==> src/mxc_pkg.sv <==
// Shared constants and carrier types for the multiplexed-address memory controller
`default_nettype none
package mxc_pkg;
  localparam int unsigned CLK_MHZ         = 20;     // System clock rate
  localparam int unsigned SETTLE_NS       = 30;     // Mode-set settle time, nanoseconds
  localparam int unsigned SETTLE_CYC      = (SETTLE_NS * CLK_MHZ + 999) / 1000 < 1 ? 1 :
                                            (SETTLE_NS * CLK_MHZ + 999) / 1000;
  localparam int unsigned DUMMY_MRS_COUNT = 3;      // Dummy mode sets at power-up
  localparam int unsigned INIT_IDLE_COUNT = 1024;   // Idle commands during initial refresh
  localparam int unsigned BANKS           = 8;      // Number of banks
  localparam int unsigned MUX_ENTRY_BIT   = 5;      // Address bit that selects multiplexed mode
  localparam int unsigned AW              = 22;     // Full logical address width
  localparam int unsigned PW              = 19;     // Address pins A0..A18
  localparam logic [3:0]  RC_CFG1         = 4'h4;   // Row cycle per configuration
  localparam logic [3:0]  RC_CFG2         = 4'h6;
  localparam logic [3:0]  RC_CFG3         = 4'h8;
  localparam logic [3:0]  RC_CFG4         = 4'h3;
  localparam logic [3:0]  RC_CFG5         = 4'h5;
  localparam logic [3:0]  RC_WR2RD_CFG4   = 4'h4;   // Write-to-read same bank in config 4
  // Command encodings on the command pins
  typedef enum logic [2:0] {
    MXC_NOP, MXC_MRS, MXC_AUTO_REFRESH_CMD, MXC_READ, MXC_WRITE
  } mxc_cmd_t;
  // Width and burst codes
  typedef enum logic [1:0] { MXC_X36, MXC_X18, MXC_X9 } mxc_width_t;
  typedef enum logic [1:0] { MXC_BL2, MXC_BL4, MXC_BL8 } mxc_burst_t;
  // One user request
  typedef struct packed {
    logic          isWrite;
    logic [2:0]    bank;
    logic [AW-1:0] addr;
  } mxc_req_t;
  // What goes onto the device pins in one cycle
  typedef struct packed {
    mxc_cmd_t      cmd;
    logic [2:0]    bank;
    logic [PW-1:0] addr;
  } mxc_pins_t;
endpackage
`default_nettype wire

==> src/mxc_fifo.sv <==
// Request FIFO with valid and ready on both sides
`default_nettype none
module mxc_fifo #(
  parameter int unsigned WIDTH = 26,
  parameter int unsigned DEPTH = 16
) (
  input  wire logic             clock,
  input  wire logic             resetn,
  input  wire logic             clockEnable,
  input  wire logic [WIDTH-1:0] inData,
  input  wire logic             inValid,
  output logic                  inReady,
  output logic      [WIDTH-1:0] outData,
  output logic                  outValid,
  input  wire logic             outReady
);
  localparam int unsigned PTRW = $clog2(DEPTH);
  logic [WIDTH-1:0] mem [DEPTH];     // Storage
  logic [PTRW-1:0]  wrPtr_reg;        // Write pointer
  logic [PTRW-1:0]  rdPtr_reg;        // Read pointer
  logic [PTRW:0]    count_reg;        // Occupancy
  logic             doWrite;
  logic             doRead;
  assign inReady  = (count_reg != (PTRW+1)'(DEPTH));
  assign outValid = (count_reg != '0);
  assign outData  = mem[rdPtr_reg];
  assign doWrite  = clockEnable && inValid && inReady;
  assign doRead   = clockEnable && outValid && outReady;
  // Storage writes carry no reset
  always_ff @(posedge clock) begin
    if (doWrite) begin
      mem[wrPtr_reg] <= inData;
    end
  end
  // Pointer and count update
  always_ff @(posedge clock or negedge resetn) begin
    if (!resetn) begin
      wrPtr_reg <= '0;
      rdPtr_reg <= '0;
      count_reg <= '0;
    end else begin
      if (doWrite) begin
        wrPtr_reg <= (wrPtr_reg == PTRW'(DEPTH-1)) ? '0 : wrPtr_reg + 1'b1;
      end
      if (doRead) begin
        rdPtr_reg <= (rdPtr_reg == PTRW'(DEPTH-1)) ? '0 : rdPtr_reg + 1'b1;
      end
      count_reg <= count_reg + (PTRW+1)'(doWrite) - (PTRW+1)'(doRead);
    end
  end
endmodule
`default_nettype wire

==> src/mxc_host.sv <==
// Controller that brings the memory into multiplexed mode and issues split-address commands
// What this block does
// - Mode set with A5 high enters multiplexed mode
// - Same entry also allowed later on request
// - Wait settle time before two-cycle mode set
// - Two-cycle mode set, first half A5 high
// - Drive A10 to A18 low on mode set
// - Fixed bits A0,A3,A4,A5,A8,A9 as prescribed
// - Reset DLL when clock or supply change
// - Power-up follows full ordered sequence
// - Address pins low on dummy mode sets
// - Eight bank refreshes among 1024 idles
// - Address split into two halves per ball
// - Upper bits placement depends on width, burst
// - No burst eight in configs one, four; the code only flags it on cfgError and holds back the entry mode set
// - Config four write-then-read same bank waits four
// - Next command right after auto refresh
// - Same bank only after row cycle time
`default_nettype none
// Overview: a power-up sequencer walks the device into split-address
// operation. After that, a request queue feeds a two-cycle command issuer.
// Every access takes two pin cycles: the command with the first address
// half, then a NOP that carries the second half.
// Refreshes need only a bank, so they may go out back to back during
// initialization. Only the idle cycles count toward the idle total.
// Trade-off: the row-cycle guard starts counting at the pop, so a bank is
// released one cycle later than the bare minimum. Same-bank streams lose
// a little bandwidth, and the guard stays a single compare per bank.
// Limitation: configuration, width and burst must stay steady while a
// request is in flight. Changing them mid-command mixes two mappings.
// A forbidden burst choice parks the sequencer before the entry mode set,
// so no entry mode set ever goes out with a bad setting.
// A DLL reset reuses the two-cycle mode set and skips the entry step,
// because the device is already in split-address operation by then.
module mxc_host #(
  parameter int unsigned DEPTH     = 16,
  parameter int unsigned IDLE_INIT = mxc_pkg::INIT_IDLE_COUNT
) (
  input  wire logic                    clock,
  input  wire logic                    resetn,
  input  wire logic                    clockEnable,
  input  wire logic [2:0]              cfgSel,        // Configuration 1..5
  input  wire mxc_pkg::mxc_width_t     dataWidth,
  input  wire mxc_pkg::mxc_burst_t     burstLen,
  input  wire logic [9:0]              modeBits,      // User mode bits, fixed ones overridden
  input  wire logic                    dllResetReq,   // Clock or supply changed
  input  wire logic                    remuxReq,      // Re-enter mode later
  input  wire mxc_pkg::mxc_req_t       reqData,
  input  wire logic                    reqValid,
  output logic                         reqReady,
  output mxc_pkg::mxc_pins_t           memPins,
  output logic                         initDone,
  output logic                         cfgError       // Burst eight in config 1 or 4
);
  // Counter width covers the longest idle run of initialization
  localparam int unsigned CW = 11;
  // Sequencer phases, from power-up through to normal operation
  typedef enum logic [3:0] {
    ST_DUMMY, ST_ENTRY, ST_SETTLE, ST_MRS1, ST_MRS2, ST_REFRESH, ST_RUN, ST_CMD2
  } mxc_state_t;
  // Entire module state in one struct
  typedef struct packed {
    mxc_state_t          state;
    logic [CW-1:0]       count;       // Dummy, settle, idle counter
    logic [3:0]          refBank;     // Next bank to refresh during init
    logic [7:0][3:0]     bankBusy;    // Row cycle countdown per bank
    logic [7:0]          bankWrote;   // Last command to bank was a write
    logic [18:0]         secondHalf;  // Second half held for next cycle
    mxc_pkg::mxc_pins_t  pins;
    logic                done;
    logic                dllPending;
  } mxc_st_t;
  mxc_st_t s_reg;
  mxc_st_t s_next;
  // Queue head and helpers computed from the state, the queue head and the cfgSel, width, burst and mode-bit inputs
  mxc_pkg::mxc_req_t qData;
  logic              qValid;
  logic              qReady;
  logic [3:0]        rowCycle;
  logic [18:0]       mrsFirst;
  logic [18:0]       mrsSecond;
  logic [18:0]       firstHalf;
  logic [18:0]       secHalf;
  logic              bankFree;
  // Request queue in front of the command sequencer
  // Sixteen entries let the user run ahead of a busy bank; a full queue
  // stalls the user through reqReady rather than dropping a request
  mxc_fifo #(.WIDTH($bits(mxc_pkg::mxc_req_t)), .DEPTH(DEPTH)) reqFifo (
    .clock       (clock),
    .resetn      (resetn),
    .clockEnable (clockEnable),
    .inData      (reqData),
    .inValid     (reqValid),
    .inReady     (reqReady),
    .outData     (qData),
    .outValid    (qValid),
    .outReady    (qReady)
  );
  // Row cycle of the chosen configuration; unchanged from plain mode
  // Unused selector codes fall back to the fifth configuration
  always_comb begin
    case (cfgSel)
      3'h1:    rowCycle = mxc_pkg::RC_CFG1;
      3'h2:    rowCycle = mxc_pkg::RC_CFG2;
      3'h3:    rowCycle = mxc_pkg::RC_CFG3;
      3'h4:    rowCycle = mxc_pkg::RC_CFG4;
      default: rowCycle = mxc_pkg::RC_CFG5;
    endcase
  end
  // Combinational, so the user sees the error as soon as the inputs change
  // Flags a forbidden burst choice; the sequencer also withholds the entry mode set
  assign cfgError = (burstLen == mxc_pkg::MXC_BL8) && (cfgSel == 3'h1 || cfgSel == 3'h4);
  // Mode-set halves: A10..A18 zero; first half A5 high, fixed bits forced
  // The second half reuses low balls for user bits; the DLL-reset bit is
  // or-ed in while a reset request is still pending
  always_comb begin
    mrsFirst        = 19'h00000;
    mrsFirst[0]     = 1'b0;
    mrsFirst[3]     = 1'b0;
    mrsFirst[4]     = 1'b0;
    mrsFirst[5]     = 1'b1;
    mrsFirst[8]     = 1'b0;
    mrsFirst[9]     = 1'b0;
    mrsFirst[2:1]   = modeBits[1:0];
    mrsFirst[7:6]   = modeBits[3:2];
    // Second half: user bits on low balls; ball 8 is ignored by the device
    mrsSecond       = 19'h00000;
    mrsSecond[7:0]  = {1'b0, modeBits[9:3]};
    mrsSecond[9]    = 1'b0;
    mrsSecond[3]    = modeBits[4] | s_reg.dllPending; // DLL reset setting
  end
  // Split address onto balls for each half
  // Balls that carry no address bit are driven low in the second half,
  // which keeps the pins quiet and eases reading of waveforms
  always_comb begin
    firstHalf = qData.addr[18:0];
    secHalf   = 19'h00000;
    secHalf[3]  = qData.addr[1];
    secHalf[4]  = qData.addr[2];
    secHalf[8]  = qData.addr[6];
    secHalf[9]  = qData.addr[7];
    secHalf[13] = qData.addr[11];
    secHalf[14] = qData.addr[12];
    secHalf[17] = qData.addr[16];
    secHalf[18] = qData.addr[15];
    if (!((dataWidth == mxc_pkg::MXC_X36 && burstLen != mxc_pkg::MXC_BL2) ||
          (dataWidth == mxc_pkg::MXC_X18 && burstLen == mxc_pkg::MXC_BL8))) begin
      secHalf[10] = qData.addr[19];
    end
    if ((dataWidth == mxc_pkg::MXC_X18 && burstLen == mxc_pkg::MXC_BL2) ||
        (dataWidth == mxc_pkg::MXC_X9 && burstLen != mxc_pkg::MXC_BL8)) begin
      secHalf[0] = qData.addr[20];
    end
    if (dataWidth == mxc_pkg::MXC_X9 && burstLen == mxc_pkg::MXC_BL2) begin
      secHalf[5] = qData.addr[21];
    end
    if (dataWidth == mxc_pkg::MXC_X36 && burstLen == mxc_pkg::MXC_BL8) begin
      firstHalf[18] = 1'b0;
    end
  end
  // Target bank free: row cycle met, with the extra write-to-read cycle
  // A bank is free once its countdown has reached zero
  always_comb begin
    bankFree = (s_reg.bankBusy[qData.bank] == 4'h0);
    if (cfgSel == 3'h4 && !qData.isWrite && s_reg.bankWrote[qData.bank] &&
        s_reg.bankBusy[qData.bank] != 4'h0) begin
      bankFree = 1'b0;
    end
  end
  // Pops only in the run state; a pending mode request takes priority, so
  // no mode set can land between the two halves of an access
  assign qReady = (s_reg.state == ST_RUN) && qValid && bankFree && !remuxReq &&
                  !dllResetReq && clockEnable;
  // Next-state logic for the whole sequencer
  // Pins default to a NOP with all balls low unless a state drives them
  always_comb begin
    s_next          = s_reg;
    s_next.pins.cmd = mxc_pkg::MXC_NOP;
    s_next.pins.bank = 3'h0;
    s_next.pins.addr = 19'h00000;
    // Row cycle counters count down each cycle
    for (int b = 0; b < 8; b++) begin
      if (s_reg.bankBusy[b] != 4'h0) begin
        s_next.bankBusy[b] = s_reg.bankBusy[b] - 4'h1;
      end
    end
    case (s_reg.state)
      // Dummy mode sets with all address pins low
      ST_DUMMY: begin
        s_next.pins.cmd = mxc_pkg::MXC_MRS;
        s_next.count = s_reg.count + 1'b1;
        if (s_reg.count == CW'(mxc_pkg::DUMMY_MRS_COUNT - 1)) begin
          s_next.state = ST_ENTRY;
          s_next.count = '0;
        end
      end
      // Mode switch: one mode set with A5 high
      ST_ENTRY: begin
        // Parked here while the burst choice is forbidden
        if (!cfgError) begin
          s_next.pins.cmd = mxc_pkg::MXC_MRS;
          s_next.pins.addr[mxc_pkg::MUX_ENTRY_BIT] = 1'b1;
          s_next.state = ST_SETTLE;
          s_next.count = '0;
        end
      end
      // Settle wait before the two-cycle mode set
      ST_SETTLE: begin
        s_next.count = s_reg.count + 1'b1;
        if (s_reg.count >= CW'(mxc_pkg::SETTLE_CYC - 1)) begin
          s_next.state = ST_MRS1;
        end
      end
      // First mode-set half, A5 high with the fixed bits
      ST_MRS1: begin
        s_next.pins.cmd  = mxc_pkg::MXC_MRS;
        s_next.pins.addr = mrsFirst;
        s_next.state     = ST_MRS2;
      end
      // Second half rides on a NOP; a later re-entry skips the refresh phase
      ST_MRS2: begin
        s_next.pins.addr = mrsSecond;
        s_next.dllPending = 1'b0;
        s_next.count   = '0;
        s_next.refBank = 4'h0;
        s_next.state   = s_reg.done ? ST_RUN : ST_REFRESH;
        for (int b = 0; b < 8; b++) begin
          s_next.bankBusy[b] = rowCycle;
        end
      end
      // Eight bank refreshes then idles; back to back is allowed
      ST_REFRESH: begin
        if (s_reg.refBank < 4'(mxc_pkg::BANKS)) begin
          s_next.pins.cmd  = mxc_pkg::MXC_AUTO_REFRESH_CMD;
          s_next.pins.bank = s_reg.refBank[2:0];
          s_next.bankBusy[s_reg.refBank[2:0]] = rowCycle;
          s_next.bankWrote[s_reg.refBank[2:0]] = 1'b0;
          s_next.refBank = s_reg.refBank + 4'h1;
        end else begin
          // Only idle cycles count, so the full idle total follows the refreshes
          s_next.count = s_reg.count + 1'b1;
          if (s_reg.count >= CW'(IDLE_INIT - 1)) begin
            s_next.state = ST_RUN;
            s_next.done  = 1'b1;
          end
        end
      end
      // Normal operation: first half with the command
      ST_RUN: begin
        // A mode request waits until the current access has sent both halves
        if (dllResetReq || remuxReq) begin
          s_next.dllPending = dllResetReq;
          s_next.state = remuxReq ? ST_ENTRY : ST_MRS1;
        end else if (qReady) begin
          s_next.pins.cmd  = qData.isWrite ? mxc_pkg::MXC_WRITE : mxc_pkg::MXC_READ;
          s_next.pins.bank = qData.bank;
          s_next.pins.addr = firstHalf;
          s_next.secondHalf = secHalf;
          s_next.bankBusy[qData.bank] = (cfgSel == 3'h4 && qData.isWrite) ?
                                        mxc_pkg::RC_WR2RD_CFG4 : rowCycle;
          s_next.bankWrote[qData.bank] = qData.isWrite;
          s_next.state = ST_CMD2;
        end
      end
      // Second half on the following edge
      ST_CMD2: begin
        s_next.pins.addr = s_reg.secondHalf;
        s_next.state = ST_RUN;
      end
      default: s_next.state = ST_DUMMY;
    endcase
  end
  // State register; clock enable freezes everything
  // The async reset clears the pins, so the device sees NOPs during reset
  always_ff @(posedge clock or negedge resetn) begin
    if (!resetn) begin
      s_reg <= '{state: ST_DUMMY, default: '0};
    end else if (clockEnable) begin
      s_reg <= s_next;
    end
  end
  // Pins and done come straight from the state flops, free of glitches
  assign memPins  = s_reg.pins;
  assign initDone = s_reg.done;
endmodule
`default_nettype wire

==> config.mk <==
export PLATFORM = sky130hd
export DESIGN_NAME = mxc_host
export DESIGN_NICKNAME = d
export VERILOG_FILES = /design/src/mxc_pkg.sv /design/src/mxc_fifo.sv /design/src/mxc_host.sv
export SDC_FILE = /design/constraint.sdc
export NUM_CORES = 1
export LEC_CHECK = 0
export BUFFER_PORTS_ARGS = -buffer_cell sky130_fd_sc_hd__buf_2
export CORE_UTILIZATION = 50
export CTS_CLUSTER_SIZE = 10
export DETAILED_ROUTE_END_ITERATION = 6
export PLACE_DENSITY = 0.74
export REMOVE_ABC_BUFFERS = 1
export SYNTH_ARGS = -nofsm -noshare
export SYNTH_HDL_FRONTEND = slang
export SYNTH_SLANG_ARGS = --single-unit
==> constraint.sdc <==
create_clock -name clock -period 3.9 [get_ports clock]
set_input_delay 0.39 -clock clock [delete_from_list [all_inputs] [get_ports clock]]
set_output_delay 0.39 -clock clock [all_outputs]
set_load 0.01 [all_outputs]
## After elaboration in Yosys (flattened, before gate mapping)

Memory sizes are Yosys's and may differ from the RTL's.
Cells that the tools add are included.

| operators by class | value |
|---|---|
| equality and inequality tests | 29 |
| reduce and logical (&&, ||, !) cells | 56 |
| mux-type cells | 62 |
| $lt $le $gt $ge | 7 |
| bitwise logic cells | 5 |
| add/sub/neg operators | 14 |

Operators by type and width:

| cell | number |
|---|---|
| $mux 84 | 2 |
| $pmux 32 s3 | 1 |
| $mux 4 | 18 |
| $bwmux 32 | 2 |
| $pmux 11 s5 | 1 |
| $pmux 13 s4 | 1 |
| $mux 15 | 3 |
| $mux 44 | 1 |
| $reduce_bool 4->1 | 9 |
| $pmux 4 s8 | 1 |
| $sub 4x1->4 const B | 8 |
| $demux 4 s3 | 2 |
| $logic_and 1x1->1 | 22 |
| $pmux 5 s4 | 1 |
| $eq 4x3->1 const B | 4 |
| $ne 2x2->1 const B | 8 |
| $pmux 4 s4 | 1 |
| $pmux 8 s2 | 1 |
| $mux 1 | 13 |
| $add 4x1->4 const B | 3 |
| $bmux 4 s3 | 1 |
| $pmux 3 s4 | 1 |
| $reduce_and 4->1 | 3 |
| $add 11x1->11 const B | 1 |
| other kinds (43) | 65 |

| word-level totals | value |
|---|---|
| output and inout bits | 28 |
| register bits after elaboration | 110 |
| memories kept | 1 |
| input bits | 49 |
| memory bits (writable) | 416 |
| logic and storage cells | 195 |

Memories:

| memory | words | bits a word | read ports | clocked after Yosys merged registers in | wr ports | line | text |
|---|---|---|---|---|---|---|---|
| reqFifo.mem | 16 | 26 | 1 | 0 | 1 | mxc_fifo.sv:18 | `logic [WIDTH-1:0] mem [DEPTH];` |

## Logic depth before layout (Yosys ltp)

An unclocked memory read counts as a cell.

| depth | value |
|---|---|
| word-level depth | 13 |
| depth in mapped cells | 20 |
| mapped depth without buffers | 18 |

## By module

Synthesis repeated with hierarchy kept, for this count alone.

| unflattened totals | value |
|---|---|
| cell total of the unflattened synthesis | 1610 |
| area total of the unflattened synthesis | 23159.7 sq um |

Modules (own cells, without submodules):

| module | times used | area an instance (sq um) | sequential area each (sq um) | cells each |
|---|---|---|---|---|
| mxc_fifo | 1 | 16707.3 | 12817.3 | 842 |
| mxc_host | 1 | 6452.4 | 2202.1 | 768 |

## Worst setup path after synthesis

No wires, ideal clock.

| timing path | value |
|---|---|
| path type | reg-to-reg |
| start point | reg reqFifo.rdPtr_reg[0] |
| end point | reg reqFifo.count_reg[4] |
| slack | 0.107 ns |
| setup time | 0.125 ns |
| required time | 3.775 ns |
| buffers on the path | 3 |
| stages on the path, launching flop included | 21 |
| period minus slack after synthesis | 3.793 ns |
| data arrival time | 3.668 ns |
| cells stage by stage | dfrtp_1 buf_2 mux4_2 mux2i_4 mux2_2 buf_6 mux2_2 a32oi_2 nand3_2 inv_4 buf_6 ha_1 inv_1 ha_1 inv_1 fa_1 inv_1 a21oi_1 nor2_1 nor2_1 xnor2_1 |

| between the ends | value |
|---|---|
| cells in the longest elaborated chain, start to end | 12 |
| elaborated cells between the ends (all ways) | 18 |
| those cells by class | 1 x add/sub; 5 x mux; 11 x reduce/logical; 1 x memory |

Ends and longest elaborated chain:

| what | line | text |
|---|---|---|
| start, declared | mxc_fifo.sv:20 | `logic [PTRW-1:0] rdPtr_reg;` |
| start signal, assigned | mxc_fifo.sv:46 | `rdPtr_reg <= (rdPtr_reg == PTRW'(DEPTH-1)) ? '0 : rdPtr_reg + 1'b1;` |
| $mem_v2 16x26 (*) | - |  |
| $bmux 4 s3, or another cell as far along | mxc_host.sv:164, mxc_host.sv:166 |  |
| $mux 4 (not written as such), or another cell as far along | mxc_host.sv:164, mxc_host.sv:166 |  |
| $reduce_bool 4->1 / $logic_and 1x1->1 (equally long branches) | mxc_host.sv:166, mxc_host.sv:165 |  |
| $logic_and 1x1->1 | mxc_host.sv:165 | `if (cfgSel == 3'h4 && !qData.isWrite && s_reg.bankWrote[qData.bank] &&` |
| $mux 1 (*) | mxc_host.sv:165 |  |
| $logic_and 1x1->1 (*) (3 in series) | mxc_host.sv:172 | `assign qReady = (s_reg.state == ST_RUN) && qValid && bankFree && !remuxReq &&` |
| $logic_and 1x1->1 (*) | mxc_host.sv:173 | `!dllResetReq && clockEnable;` |
| $logic_and 1x1->1 (*) | mxc_fifo.sv:28 | `assign doRead = clockEnable && outValid && outReady;` |
| via reqFifo.doRead | mxc_fifo.sv:23 | `logic doRead;` |
| $sub 5x1->5 (*) | mxc_fifo.sv:48 | `count_reg <= count_reg + (PTRW+1)'(doWrite) - (PTRW+1)'(doRead);` |
| end signal, assigned | mxc_fifo.sv:48 |  |
| end, declared | mxc_fifo.sv:21 | `logic [PTRW:0] count_reg;` |

The timed path passes the listed nets; every way through them passes the cells marked *. The select of a mux whose other input is x is not followed.
A chain may end at the register's enable or synchronous reset.

## Worst setup path in the final report

| timing path | value |
|---|---|
| start point | reg reqFifo.rdPtr_reg[0] |
| end point | reg reqFifo.count_reg[4] |

| between the ends | value |
|---|---|
| cells in the longest elaborated chain, start to end | 12 |
| elaborated cells between the ends (all ways) | 18 |
| those cells by class | 1 x add/sub; 5 x mux; 11 x reduce/logical; 1 x memory |

Ends and longest elaborated chain:

| what | line |
|---|---|
| $mem_v2 16x26 (*) | - |
| $bmux 4 s3, or another cell as far along | mxc_host.sv:164, mxc_host.sv:166 |
| $mux 4 (not written as such), or another cell as far along | mxc_host.sv:164, mxc_host.sv:166 |
| $reduce_bool 4->1 / $logic_and 1x1->1 (equally long branches) | mxc_host.sv:166, mxc_host.sv:165 |
| $logic_and 1x1->1 | mxc_host.sv:165 |
| $mux 1 (*) | mxc_host.sv:165 |
| $logic_and 1x1->1 (*) (3 in series) | mxc_host.sv:172 |
| $logic_and 1x1->1 (*) | mxc_host.sv:173 |
| $logic_and 1x1->1 (*) | mxc_fifo.sv:28 |
| $sub 5x1->5 (*) | mxc_fifo.sv:48 |

Mark *: on every way between the ends. The rest lies on a longest branch, timed or not. The select of a mux whose other input is x is not followed.

==> flow_metrics.py <==
metrics = {
    "grt": {
        "overflow": 0,
        "grt_first_pass_wirelength_mm": 85.5,
        "antenna_found_initial": 5,
        "track_usage_pct": 24.7,
        "grt_start_max_net_pins": 59,
        "grt_pass1_vias": 13993,
    },
    "placement": {
        "port-buffer-count": 75,
        "dp_hpwl_mm": 33.5,
        "gp_congestion": 0.894,
        "placedCellCount": 2083,
    },
    "detailed_routing": {
        "num_vias": 13726,
        "avgRoutedWirePerCell_um": 25.9,
        "antenna_violation_net_count_after_detailed_routing": 0,
        "routed_wl_mm": 56.9,
        "drt-vias-per-instance": 6.24,
        "initial_drc_count": 1510,
        "drtPass1Iterations": 5,
        "drc_errors": 0,
    },
    "clocking": {
        "ctsHtreeMaxLevel": 2,
        "tritoncts": "done",
        "cts-buffers-inserted": 58,
        "ctsRootBufferMaster": "sky130_fd_sc_hd__clkbuf_16",
        "clockBufferDepth": 3,
        "cts.reportedPaths.clkPinSlew_ps": 60,
        "clock_insertion_delay_worst_skew_ps": 640,
        "clock_sinks": 517,
    },
    "logic_synthesis": {
        "synth_warnings": 0,
        "synthFlopType": "sky130_fd_sc_hd__edfxtp_1",
        "synth-seq-area-share_pct": 65.3,
        "syn-mean-instance-area_um2": 16.0,
        "synth_area_mm2": 0.0230,
        "synth-edff-count": 416,
        "yosys_register_bits": 517,
        "post_synthesis_async_set_or_reset_flop_share_pct": 19.5,
        "yosysUniqueCellTypes": 82,
        "synthCells": 1440,
    },
    "critical_path": {
        "critical_path_arrival_ps": 4170,
        "r2r_slack_ps": 200,
        "setup.worst_path.start_class": "register",
        "cp_data_required_time_ps": 4380,
        "critical_path.max_fanout": 10,
        "crit_type": "register to register",
        "critical_path.endpoint_type": "register",
    },
    "floorplan": {
        "die_ar_mm2": 0.0469,
        "die_height_um": 216,
        "die_w_um": 216,
        "io-pin-count": 77,
        "core_mm2": 0.0454,
        "starting_density_of_the_core_pct": 50.7,
        "rows": 78,
    },
    "timing": {
        "clock-skew-final_ps": 48.0,
        "fmaxAchievable_ghz": 0.270,
        "max_slew_margin_pct": 24.1,
        "period_minus_slack_ps": 3700,
        "final_hold_viol_count": 0,
        "final_max_slew_viol_count": 0,
        "tightest_slew_ps": 1130,
        "min_period_over_period_pct": 94.8,
        "setup_viol": 0,
    },
    "status": {
        "run_status": "completed",
    },
    "finish": {
        "largest_reg_flops": 416,
        "utilization_pct": 57.6,
        "nets": 1618,
        "share_of_layout_cells_above_drive_strength_1_pct": 25.2,
        "fillers": 3360,
        "regArea_mm2": 0.0150,
        "layout.cells.non_filler": 2200,
        "layout.cells.most_common_list": "sky130_fd_sc_hd__edfxtp_1, sky130_fd_sc_hd__mux4_2, sky130_fd_sc_hd__dfrtp_1",
        "most_common_library_cell_in_the_layout_ignoring_fill_and_taps": "sky130_fd_sc_hd__edfxtp_1",
        "area_growth_from_synthesis_to_final_layout_pct": 13.6,
        "multiInputGateArea_mm2": 0.00744,
    },
    "worst_hold_path": {
        "hold_path.class": "input pin to register",
    },
    "power_and_ir_drop": {
        "p_leak_uw": 0.00904,
        "vdd_ir_drop_max_mv": 0.415,
        "power.density_mw_per_mm2": 611,
    },
    "flow_run": {
        "max_cap_viols": 0,
    },
}
## per-stage QoR
stage | setup slack (ps) | instance area [um^2] | total power (uW) | setup TNS (ps) | hold slack [ps]
3_3_place_gp | 249 | 24300 | 10800 | 0 | 453
6_report | 202 | 26100 | 16000 | 0 | 122
4_1_cts | 142 | 26100 | 16000 | 0 | 84.1
2_1_floorplan | -3840 | 22500 | 9820 | -190500 | 94.4
5_1_grt | -19.0 | 26100 | 16700 | -19.0 | 111
3_5_place_dp | 146 | 24300 | 11000 | 0 | 457
## final timing paths
path	from	endpoint	cells past startpoint
min in group asynchronous	resetn	reqFifo.wrPtr_reg[1]$_DFFE_PN0P_	2
min reg2reg	s_reg[41]$_DFFE_PN0P_	s_reg[41]$_DFFE_PN0P_	1
min	dllResetReq	s_reg[0]$_DFFE_PN0P_	3
max in group asynchronous	resetn	s_reg[101]$_DFFE_PN0P_	3
max	reqFifo.rdPtr_reg[0]$_DFFE_PN0P_	reqFifo.count_reg[4]$_DFF_PN0_	17
max reg2reg	reqFifo.rdPtr_reg[0]$_DFFE_PN0P_	reqFifo.count_reg[4]$_DFF_PN0_	17
## routing by layer
layer / up-vias / wire [um] / GRT usage, %
met2: 657 / 28400 / 41.0
li1: 5913 / - / -
met3: 141 / 4330 / 4.00
met5: - / 0 / 0
met1: 7015 / 22300 / 32.7
met4: 0 / 1860 / 9.60
## cell usage after synthesis, types with 5 or more instances
| cell type | count | area (um^2) |
|---|---|---|
| sky130_fd_sc_hd__mux2_2 | 12 | 135 |
| sky130_fd_sc_hd__o21ai_0 | 44 | 220 |
| sky130_fd_sc_hd__mux4_2 | 127 | 2860 |
| sky130_fd_sc_hd__a222oi_1 | 7 | 70.1 |
| sky130_fd_sc_hd__nor2_1 | 88 | 330 |
| sky130_fd_sc_hd__buf_6 | 5 | 56.3 |
| sky130_fd_sc_hd__a221oi_1 | 9 | 78.8 |
| sky130_fd_sc_hd__buf_1 | 11 | 41.3 |
| sky130_fd_sc_hd__buf_2 | 16 | 80.1 |
| sky130_fd_sc_hd__clkbuf_1 | 35 | 131 |
| sky130_fd_sc_hd__and4_1 | 6 | 52.6 |
| sky130_fd_sc_hd__ha_1 | 22 | 275 |
| sky130_fd_sc_hd__a221o_1 | 9 | 90.1 |
| sky130_fd_sc_hd__nor2b_1 | 6 | 37.5 |
| sky130_fd_sc_hd__mux2_1 | 5 | 56.3 |
| sky130_fd_sc_hd__a22oi_1 | 12 | 90.1 |
| sky130_fd_sc_hd__o31ai_1 | 6 | 45.0 |
| sky130_fd_sc_hd__mux2i_1 | 50 | 500 |
| sky130_fd_sc_hd__edfxtp_1 | 416 | 12500 |
| sky130_fd_sc_hd__buf_4 | 27 | 203 |
| sky130_fd_sc_hd__o21ai_1 | 13 | 65.1 |
| sky130_fd_sc_hd__dfrtp_1 | 101 | 2530 |
| sky130_fd_sc_hd__inv_1 | 40 | 150 |
| sky130_fd_sc_hd__xnor2_1 | 16 | 140 |
| sky130_fd_sc_hd__nand3_1 | 18 | 90.1 |
| sky130_fd_sc_hd__and2_1 | 9 | 56.3 |
| sky130_fd_sc_hd__o22ai_1 | 16 | 100 |
| sky130_fd_sc_hd__a21o_1 | 14 | 105 |
| sky130_fd_sc_hd__nand4_1 | 5 | 31.3 |
| sky130_fd_sc_hd__or2_2 | 6 | 37.5 |
| sky130_fd_sc_hd__nand2_1 | 76 | 285 |
| sky130_fd_sc_hd__and3_1 | 11 | 68.8 |
| sky130_fd_sc_hd__a21oi_1 | 78 | 390 |
| sky130_fd_sc_hd__nor3_1 | 23 | 115 |
| sky130_fd_sc_hd__nand2b_1 | 9 | 56.3 |
| sky130_fd_sc_hd__or3_1 | 12 | 75.1 |
| sky130_fd_sc_hd__nor4_1 | 6 | 37.5 |
## power breakdown
group | internal [uW] | total, uW | switching [uW] | leakage, uW
Combinational | 1690 | 4010 | 2320 | 0.00321
Sequential | 6520 | 6980 | 455 | 0.00501
Clock | 2840 | 4970 | 2130 | 0.000815
Total | 11100 | 16000 | 4900 | 0.00904
## cell type report
class,count,share of cell area (%)
multi-input cells,787,28.5
clock buffers,105,6.31
well taps,600,2.87
flip-flops and latches,517,57.5
diodes,4,0.0383
inverters,42,0.613
clock inverters,5,0.297
repair buffers,140,3.85
## cells by family after synthesis
group	Yosys count	share of synthesized area (%)
DFF	517	65.3
and+or+nand+nor	300	6.75
AOI/OAI and AO/OA	247	7.23
muxes	199	15.8
buffers and inverters	136	2.92
adders and majority gates	23	1.28
xor gates and xnor gates	18	0.685
## repair_timing
action	in CTS	in global routing
setup endpoints to repair	0	1
hold endpoints to repair	57	0
gates resized for setup	0	7
setup buffers	0	2
hold buffers	1	0
## critical path, stage by stage (launching register included)
cell and delay (ps):
sky130_fd_sc_hd__dfrtp_4 550, sky130_fd_sc_hd__mux4_2 540, sky130_fd_sc_hd__mux2i_2 220, sky130_fd_sc_hd__mux2i_1 190, sky130_fd_sc_hd__mux2i_1 340, sky130_fd_sc_hd__a2bb2oi_2 230
sky130_fd_sc_hd__nand3_2 140, sky130_fd_sc_hd__inv_4 70, sky130_fd_sc_hd__ha_1 220, sky130_fd_sc_hd__inv_1 50, sky130_fd_sc_hd__ha_1 150, sky130_fd_sc_hd__inv_1 60
sky130_fd_sc_hd__fa_1 410, sky130_fd_sc_hd__inv_1 70, sky130_fd_sc_hd__a21oi_1 60, sky130_fd_sc_hd__nor2_1 100, sky130_fd_sc_hd__nor2_1 60, sky130_fd_sc_hd__xnor2_1 110
Power figures use the tool's default switching activity.
